==> config.mk <==
export PLATFORM = sky130hd
export DESIGN_NAME = bsp_tap
export DESIGN_NICKNAME = d
export VERILOG_FILES = /design/src/logic/bsp_pkg.sv /design/src/logic/bsp_pin_if.sv /design/src/logic/bsp_pin_sync.sv /design/src/logic/bsp_tap.sv
export SDC_FILE = /design/constraint.sdc
export NUM_CORES = 1
export LEC_CHECK = 0
export ABC_AREA = 1
export BUFFER_PORTS_ARGS = -buffer_cell sky130_fd_sc_hd__buf_2
export CORE_MARGIN = 1.5
export CORE_UTILIZATION = 40
export CTS_BUF_LIST = sky130_fd_sc_hd__clkbuf_16
export DETAILED_ROUTE_END_ITERATION = 16
export GPL_ROUTABILITY_DRIVEN = 0
export PLACE_DENSITY = 0.55
export REMOVE_ABC_BUFFERS = 1
export SYNTH_ARGS = -nofsm -noshare
export SYNTH_HDL_FRONTEND = slang
export SYNTH_HIERARCHICAL = 1
export SYNTH_SLANG_ARGS = --single-unit
==> constraint.sdc <==
create_clock -name clk_sys -period 1.94 [get_ports clk_sys]
set_input_delay 0.388 -clock clk_sys [delete_from_list [all_inputs] [get_ports clk_sys]]
set_output_delay 0.388 -clock clk_sys [all_outputs]
set_load 0.01 [all_outputs]
==> src/logic/bsp_pkg.sv <==
// Shared constants and types for the boundary-scan test port
package bsp_pkg;
   localparam int PIN_N = 5;
   localparam int PIN_TCK = 0;
   localparam int PIN_TMS = 1;
   localparam int PIN_TDI = 2;
   localparam int PIN_TRST = 3;
   localparam int PIN_IOEN = 4;
   // Idle levels: test clock low, pulled-up lines high, so no false edge
   localparam logic [PIN_N-1:0] PIN_RST_VAL = 5'h1e;
   localparam int IR_W = 4;
   localparam int ID_W = 32;
   localparam logic [IR_W-1:0] INS_IDCODE = 4'h1;
   localparam logic [IR_W-1:0] INS_BYPASS = 4'hf;
   localparam logic [IR_W-1:0] IR_CAPTURE = 4'h1;
   // Identification value is arbitrary; bit 0 set as scan convention asks
   localparam logic [ID_W-1:0] ID_VALUE = 32'h0a5c_3001;
   typedef enum logic [3:0] {
      BSP_RESET, BSP_IDLE, BSP_SEL_DR, BSP_CAP_DR, BSP_SH_DR, BSP_EX1_DR,
      BSP_PAU_DR, BSP_EX2_DR, BSP_UPD_DR, BSP_SEL_IR, BSP_CAP_IR, BSP_SH_IR,
      BSP_EX1_IR, BSP_PAU_IR, BSP_EX2_IR, BSP_UPD_IR
   } bsp_state_t;
endpackage

==> src/logic/bsp_pin_if.sv <==
// Synchronised pin levels and edge pulses between sampler and port logic
`timescale 1ns/1ps
`default_nettype none
interface bsp_pin_if;
   logic [bsp_pkg::PIN_N-1:0] lvl;
   logic [bsp_pkg::PIN_N-1:0] rise;
   logic [bsp_pkg::PIN_N-1:0] fall;
   modport src (output lvl, output rise, output fall);
   modport dst (input lvl, input rise, input fall);
endinterface
`default_nettype wire

==> src/logic/bsp_pin_sync.sv <==
// Two-stage pin synchroniser with rise and fall detection per pin
`timescale 1ns/1ps
`default_nettype none
module bsp_pin_sync
(
   // Clock and reset
   input wire logic clk_sys,
   input wire logic rst_n,
   // Raw pins
   input wire logic [bsp_pkg::PIN_N-1:0] pin_raw,
   // Synchronised view
   bsp_pin_if.src pins
);
   import bsp_pkg::*;

   logic [PIN_N-1:0] meta_q;
   logic [PIN_N-1:0] sync_q;
   logic [PIN_N-1:0] prev_q;

   genvar g;
   generate
      for (g = 0; g < PIN_N; g++)
      begin : g_pin
         always_ff @(posedge clk_sys or negedge rst_n)
         begin
            if (!rst_n)
            begin
               meta_q[g] <= PIN_RST_VAL[g];
               sync_q[g] <= PIN_RST_VAL[g];
               prev_q[g] <= PIN_RST_VAL[g];
            end
            else
            begin
               meta_q[g] <= pin_raw[g];
               sync_q[g] <= meta_q[g];
               prev_q[g] <= sync_q[g];
            end
         end
         // Edges seen only past the second stage
         assign pins.lvl[g] = sync_q[g];
         assign pins.rise[g] = sync_q[g] & ~prev_q[g];
         assign pins.fall[g] = ~sync_q[g] & prev_q[g];
      end
   endgenerate
endmodule
`default_nettype wire

==> src/logic/bsp_tap.sv <==
// Boundary-scan test access port with digital I/O float control
//
// What this block does
// - Pulling test_port_reset_n low resets the port controller at once.
// - A rising test_port_reset_n puts the port in identification mode.
// - While test_port_reset_n is low the device leaves test mode.
// - test_state_select is sampled on each rising test clock edge.
// - test_serial_in is captured on rising test clock edges in the shift states.
// - test_serial_out changes on falling edges, floats when not shifting.
// - Enable and port reset both low float every digital I/O pin.
// - Enable high lets the digital I/O pins work normally.
`timescale 1ns/1ps
`default_nettype none
module bsp_tap
#(
   parameter logic [bsp_pkg::ID_W-1:0] ID_CODE = bsp_pkg::ID_VALUE
)
(
   // System clock and reset
   input wire logic clk_sys,
   input wire logic rst_n,
   // Test port pins from the tester
   input wire logic test_shift_clock,
   input wire logic test_state_select,
   input wire logic test_serial_in,
   input wire logic test_port_reset_n,
   input wire logic pin_drive_enable,
   // Serial output pin
   output logic test_serial_out,
   output logic test_serial_out_oe,
   // Device-wide controls
   output logic test_mode_active,
   output logic pins_float,
   output logic [bsp_pkg::IR_W-1:0] active_instruction
);
   import bsp_pkg::*;

   bsp_pin_if pins ();
   logic port_rst_n;
   logic tck_rise;
   logic tck_fall;
   logic tms;
   logic tdi;
   bsp_state_t state_q;
   bsp_state_t state_d;
   logic [IR_W-1:0] ir_sh_q;
   logic [IR_W-1:0] ir_q;
   logic [ID_W-1:0] dr_sh_q;
   logic tdo_q;
   logic tdo_oe_q;
   logic test_mode_q;
   logic float_q;
   logic shifting;
   logic shift_bit;
   logic byp_q;
   logic sel_id;

   bsp_pin_sync u_sync
   (
      .clk_sys (clk_sys),
      .rst_n (rst_n),
      .pin_raw ({pin_drive_enable, test_port_reset_n, test_serial_in,
                 test_state_select, test_shift_clock}),
      .pins (pins.src)
   );

   // Port reset acts straight from the pin, no test clock needed;
   // release waits for the synchronised level so it lands clear of an edge
   assign port_rst_n = rst_n & test_port_reset_n
                       & pins.lvl[PIN_TRST];
   assign tck_rise = pins.rise[PIN_TCK];
   assign tck_fall = pins.fall[PIN_TCK];
   assign tms = pins.lvl[PIN_TMS];
   assign tdi = pins.lvl[PIN_TDI];
   assign sel_id = (ir_q == INS_IDCODE);

   // Standard state walk steered by the select line
   always_comb
   begin
      state_d = state_q;
      unique case (state_q)
         BSP_RESET: state_d = tms ? BSP_RESET : BSP_IDLE;
         BSP_IDLE: state_d = tms ? BSP_SEL_DR : BSP_IDLE;
         BSP_SEL_DR: state_d = tms ? BSP_SEL_IR : BSP_CAP_DR;
         BSP_CAP_DR: state_d = tms ? BSP_EX1_DR : BSP_SH_DR;
         BSP_SH_DR: state_d = tms ? BSP_EX1_DR : BSP_SH_DR;
         BSP_EX1_DR: state_d = tms ? BSP_UPD_DR : BSP_PAU_DR;
         BSP_PAU_DR: state_d = tms ? BSP_EX2_DR : BSP_PAU_DR;
         BSP_EX2_DR: state_d = tms ? BSP_UPD_DR : BSP_SH_DR;
         BSP_UPD_DR: state_d = tms ? BSP_SEL_DR : BSP_IDLE;
         BSP_SEL_IR: state_d = tms ? BSP_RESET : BSP_CAP_IR;
         BSP_CAP_IR: state_d = tms ? BSP_EX1_IR : BSP_SH_IR;
         BSP_SH_IR: state_d = tms ? BSP_EX1_IR : BSP_SH_IR;
         BSP_EX1_IR: state_d = tms ? BSP_UPD_IR : BSP_PAU_IR;
         BSP_PAU_IR: state_d = tms ? BSP_EX2_IR : BSP_PAU_IR;
         BSP_EX2_IR: state_d = tms ? BSP_UPD_IR : BSP_SH_IR;
         BSP_UPD_IR: state_d = tms ? BSP_SEL_DR : BSP_IDLE;
      endcase
   end

   always_ff @(posedge clk_sys or negedge port_rst_n)
   begin
      if (!port_rst_n)
         state_q <= BSP_RESET;
      else if (tck_rise)
         state_q <= state_d;
   end

   // Instruction path; reset leaves the identification read selected
   always_ff @(posedge clk_sys or negedge port_rst_n)
   begin
      if (!port_rst_n)
      begin
         ir_sh_q <= IR_CAPTURE;
         ir_q <= INS_IDCODE;
      end
      else if (tck_rise)
      begin
         unique case (state_q)
            BSP_RESET: ir_q <= INS_IDCODE;
            BSP_CAP_IR: ir_sh_q <= IR_CAPTURE;
            BSP_SH_IR: ir_sh_q <= {tdi, ir_sh_q[IR_W-1:1]};
            BSP_UPD_IR: ir_q <= ir_sh_q;
            default: ir_q <= ir_q;
         endcase
      end
   end

   // Data path: identification word register
   always_ff @(posedge clk_sys or negedge port_rst_n)
   begin
      if (!port_rst_n)
         dr_sh_q <= '0;
      else if (tck_rise && sel_id)
      begin
         if (state_q == BSP_CAP_DR)
            dr_sh_q <= ID_CODE;
         else if (state_q == BSP_SH_DR)
            dr_sh_q <= {tdi, dr_sh_q[ID_W-1:1]};
      end
   end

   // Any other code is one-bit bypass, capturing zero
   always_ff @(posedge clk_sys or negedge port_rst_n)
   begin
      if (!port_rst_n)
         byp_q <= 1'b0;
      else if (tck_rise && !sel_id)
      begin
         if (state_q == BSP_CAP_DR)
            byp_q <= 1'b0;
         else if (state_q == BSP_SH_DR)
            byp_q <= tdi;
      end
   end

   // Serial source for the current shift state
   always_comb
   begin
      shifting = 1'b0;
      shift_bit = 1'b0;
      unique case (state_q)
         BSP_SH_IR:
         begin
            shifting = 1'b1;
            shift_bit = ir_sh_q[0];
         end
         BSP_SH_DR:
         begin
            shifting = 1'b1;
            shift_bit = sel_id ? dr_sh_q[0] : byp_q;
         end
         default:
         begin
            shifting = 1'b0;
            shift_bit = 1'b0;
         end
      endcase
   end

   // Output moves half a test clock after capture, so it is stable
   // when the tester samples it as it next drops the test clock
   always_ff @(posedge clk_sys or negedge port_rst_n)
   begin
      if (!port_rst_n)
      begin
         tdo_q <= 1'b0;
         tdo_oe_q <= 1'b0;
      end
      else if (tck_fall)
      begin
         tdo_q <= shifting ? shift_bit : 1'b0;
         tdo_oe_q <= shifting;
      end
   end

   // Test mode starts on the reset release and ends while it is low
   always_ff @(posedge clk_sys or negedge port_rst_n)
   begin
      if (!port_rst_n)
         test_mode_q <= 1'b0;
      else if (pins.rise[PIN_TRST])
         test_mode_q <= 1'b1;
   end

   // Float uses synchronised levels; a few cycles of lag is harmless
   always_ff @(posedge clk_sys or negedge rst_n)
   begin
      if (!rst_n)
         float_q <= 1'b0;
      else
         float_q <= ~pins.lvl[PIN_IOEN] & ~pins.lvl[PIN_TRST];
   end

   assign test_serial_out = tdo_q;
   assign test_serial_out_oe = tdo_oe_q;
   assign test_mode_active = test_mode_q;
   assign pins_float = float_q;
   assign active_instruction = ir_q;
endmodule
`default_nettype wire

# ---- Word level (Yosys, flattened, before mapping)
# Index checks and enable logic that the tools add are counted.
dict set report classes {
  n_eq_ne 16
  reduce_logical 15
  mux 23
  n_bitwise 11
}
# op n
set ops {}
lappend ops {{$mux W32} 2}
lappend ops {{$pmux W4 S12} 1}
lappend ops {{$eq A4 B4 Y1 const B} 8}
lappend ops {{$eq A4 B3 Y1 const B} 4}
lappend ops {{$mux W4} 4}
lappend ops {{$pmux W4 S2} 2}
lappend ops {{$eq A4 B1 Y1 const B} 2}
lappend ops {{$eq A4 B2 Y1 const B} 2}
lappend ops {{$mux W1} 8}
lappend ops {{$reduce_and A2 Y1} 4}
lappend ops {{$and A1 B1 Y1} 6}
lappend ops {{$mux W2} 3}
lappend ops {{$mux W3} 2}
lappend ops {{$reduce_bool A2 Y1} 3}
lappend ops {{$reduce_or A2 Y1} 3}
lappend ops {{$not A1 Y1} 5}
lappend ops {{$logic_not A4 Y1} 1}
lappend ops {{$reduce_or A3 Y1} 1}
lappend ops {{$logic_and A1 B1 Y1} 2}
lappend ops {{$pmux W1 S2} 1}
lappend ops {{$logic_not A1 Y1} 1}
dict set report word_totals {
  regBits 61
  input_bits 7
  word_cells 86
  output_inout_bits 8
}

# ---- Logic depth before layout (Yosys ltp)
dict set report depth {
  ltp_word 4
  mapped_depth 10
}

# ---- Hierarchy
# Netlist, hierarchy kept.
# mod cells_each seq_area_each_um2 instances area_per_inst_um2
set modules_own_cells {}
lappend modules_own_cells {bsp_tap 276 1228.7 1 2367.3}
lappend modules_own_cells {bsp_pin_sync 35 390.4 1 465.4}

# ---- Worst setup path before layout
# No wires, ideal clock.
dict set report synth_path {
  path_type {flip-flop to flip-flop}
  startpoint {register state_q[0]}
  endpoint {register dr_sh_q[15]}
  required_ns 1.820
  path_stages_with_launch 9
  t_arrival_ns 1.306
  setup_slack_ns 0.513
  n_path_buf 2
  setup_ns 0.120
  cell_sequence {dfrtp_1 buf_6 nor2_1 nand2_2 nand2_4 nand2_4 clkbuf_1 o21ai_0 nand2_1}
}
dict set report synth_via {
  elab_chain_cells 3
  word_cells_on_any_way 5
  cone_classes {eq/ne: 2; mux: 1; reduce/logical: 2}
}
# element line_no
set synth_lines {}
lappend synth_lines {{start, declared} bsp_tap.sv:44} ;# bsp_state_t state_q;
lappend synth_lines {{start signal, assigned} bsp_tap.sv:106} ;# state_q <= state_d;
lappend synth_lines {{$eq A4 B2 Y1 / $eq A4 B3 Y1 (equally long branches)} {bsp_tap.sv:136, bsp_tap.sv:138}}
lappend synth_lines {{$reduce_bool A2 Y1 (no line)} -}
lappend synth_lines {{$reduce_and A2 Y1 (no line)} -}
lappend synth_lines {{end signal, assigned} bsp_tap.sv:139} ;# dr_sh_q <= {tdi, dr_sh_q[ID_W-1:1]};
lappend synth_lines {{end, declared} bsp_tap.sv:48} ;# logic [ID_W-1:0] dr_sh_q;
# Several ways; a longest one is shown, not always the timed one.
# A chain may end at the register's enable or synchronous reset.

# ---- Worst setup path in the final report
dict set report layout_path {
  startpoint {register state_q[0]}
  endpoint {register dr_sh_q[12]}
}
# Same word-level chain as after synthesis.

==> impl_results.md <==
- Overall fraction of global-route tracks in use: 0.158
- Max-slew violation count: 0
- Status: finished with violations
- CTS tree: built
- First drt pass iteration count: 10
- Category of the critical setup timing path: reg2reg
- Final total power: 3.99 mW
- Pin count of the biggest net entering global routing: 37
- Pint: 2.73 mW
- Number of warnings printed during yosys synthesis: 6
- Instance count of the mapped netlist: 294
- TritonCTS buffer count: 9
- Count of inserted antenna diode cells: 0
- Initial core utilization: 0.421
- Worst vdd ir: 0.000510 V
- Final Setup Violations: 0
- Max-slew headroom at the worst pin: 0.731
- Height of the chip: 85.2 um
- CTS root buffer: clkbuf_16
- Max-cap viol count: 0
- Sequential share of power: 0.439
- Post-route worst setup slack: 0.225 ns
- Crit. End Element: flip-flop
- Switching Power: 1.26 mW
- Post-layout minimum cycle time: 1.71 ns
- Ordered list of cells on the worst path: nor2_1, nand2_2, nand2_4, nand2_4, nor2_8, buf_12, nor2_1, a21oi_1
- H-Tree Level Count: 3
- Switching part of the total power: 0.315
- Tcrit/Tclk final: 0.884
- Number of remaining DRC errors: 1
- Std-Cell Core Area: 6420 um2
- Hold Vio Cnt, Final: 0
- Upper clock frequency limit: 0.583 GHz
- Combinational Power Share: 0.219
- Vias in the first global route: 1908
- Wirelength per Cell: 12.7 um
- Req. time, crit path: 2.19 ns
- Total via count in the routed design: 1955
- Clock network fraction of total power: 0.343
- Drt first-iter violations: 185
- Pwr/cell area: 1280 nW/um2
- Count of input and output buffers: 14
- Highest-delay cell along the critical path: dfrtp_1
- Synthesis-to-layout area growth: 15.3%
- Synth Cell Area: 2700 um2
- Number of rows created at floorplan: 29
- Fraction of final layout cells sized beyond drive strength 1: 0.204
- Number of sinks on the clock net: 61
- Worst-case clock skew: 0.00456 ns
- Arrival time of the worst setup path: 1.96 ns
- Max Fanout on Critical Path: 25
- Clk_lat worst skew: 0.32 ns
- Post-route ant nets: 0
- Crit path launch type: flip-flop
- Global-route wire length before repair: 8.87 mm
- Number of placed I/O pins: 15
- Number of inserted filler cells in the final layout: 612
- Worst Tran Pin Value: 0.402 ns
- Hpwl dp: 3.28 mm
- Worst slack at placement: 0.207 ns
- Number of nets in the final layout: 321
- Sum of routed wire length over all layers: 5.02 mm
- Total die area: 7260 um2
- CTS clk-pin slew, worst paths: 0.05 ns
- Overflow left after global routing: 0
- Worst hold path class: in2async
- Synthesized area per cell: 9.19 um2
- RSZ-0062 raised after global routing: no
- Vias per std cell: 4.94
- Largest stage delay on the critical path: 0.45 ns
- Violated checks: design-rule violations
- Chip Width: 85.2 um
- Count of buffers added by post-CTS timing repair for setup: 0
- Maximum buffer depth of the clock tree: 2
- Initial antenna violation count: 0
- Standby leakage power: 1.58 nW
layout by cell type, fill, tap and decap left out, types with 4 or more instances in the layout:
cell type  instances
o21ai_0           31
a21oi_2            8
dfstp_2           11
clkbuf_16          9
nand3_1           31
nand2_1           63
buf_2             14
a21oi_1            5
inv_1             26
dfrtp_1           50
clkinv_2           4
nor2_1            34
cell type report:
type / count / area (um2) / area share
sequential: 61 / 1540 / 0.494
multi-input combinational: 194 / 955 / 0.306
clock buffer: 9 / 225 / 0.0723
timing repair buffer: 21 / 163 / 0.0522
inverter: 27 / 101 / 0.0325
tap: 77 / 96.3 / 0.0309
clock inverter: 7 / 35.0 / 0.0112
power groups by stage:
stage	clock (mW)	combinational (mW)	sequential, mW
6_report	1.37	0.872	1.75
5_1_grt	1.46	1.01	1.79
4_1_cts	1.42	0.876	1.75
3_5_place_dp	0	0.870	1.77
3_3_place_gp	0	0.867	1.76
2_1_floorplan	0	0.674	1.73
worst paths after layout:
path	from	endpoint	slack [ns]	cells after the start
worst min register to register	u_sync/meta_q[0]$_DFF_PN0_	u_sync/pins.lvl[0]$_DFF_PN0_	0.34	0
worst max-delay path	state_q[0]$_DFFE_PN0P_	dr_sh_q[12]$_DFFE_PN0P_	0.23	8
worst min-delay path	test_port_reset_n	state_q[1]$_DFFE_PN0P_	0.16	2
max in group asynchronous	rst_n	test_serial_out$_DFFE_PN0P_	0.50	4
min in group clk_sys	test_serial_in	u_sync/meta_q[2]$_DFF_PN1_	0.17	1
worst max register to register	state_q[0]$_DFFE_PN0P_	dr_sh_q[12]$_DFFE_PN0P_	0.23	8
stage by stage:
step	hold slack (ns)	std cells	cell area, um2	utilization	TNS [ns]
final	0.160	396	3120	0.485	0
after global routing	0.154	396	3120	0.485	0
after CTS	0.156	396	3120	0.485	0
after detailed placement	0.282	379	2850	0.443	0
after global placement	0.279	379	2850	0.443	0
after floorplan	0.0924	282	2590	-	-3.00
flip-flops by register name, summed over array words and instances, names as in the netlist:
signal,cells
dr_sh_q,32
u_sync/meta_q,5
u_sync/pins.lvl,5
active_instruction,4
ir_sh_q,4
state_q,4
u_sync/prev_q,2
byp_q,1
pins_float,1
test_mode_active,1
test_serial_out,1
test_serial_out_oe,1
routing by layer:
metal | vias up | global-route usage | routed length (um)
li1 | 994 | - | -
met2 | 52 | 0.225 | 2130
met4 | 0 | 0.0760 | 84
met1 | 902 | 0.220 | 2570
met3 | 7 | 0.0467 | 231
met5 | - | 0 | 0
repair_timing:
item                                    CTS  global route
endpoints found under the setup margin    0             0
hold buffers                              1             0
gates resized for setup                   0             0
hold endpoints to repair                  4             0
critical path: cells and delay by family, from the launching register on:
family / cells / cell delay [ns]
simple gates: 6 / 0.91
flops: 1 / 0.45
buf+inv: 1 / 0.18
compound gates: 1 / 0.10
Note: power is estimated with default switching activity, not from simulation.
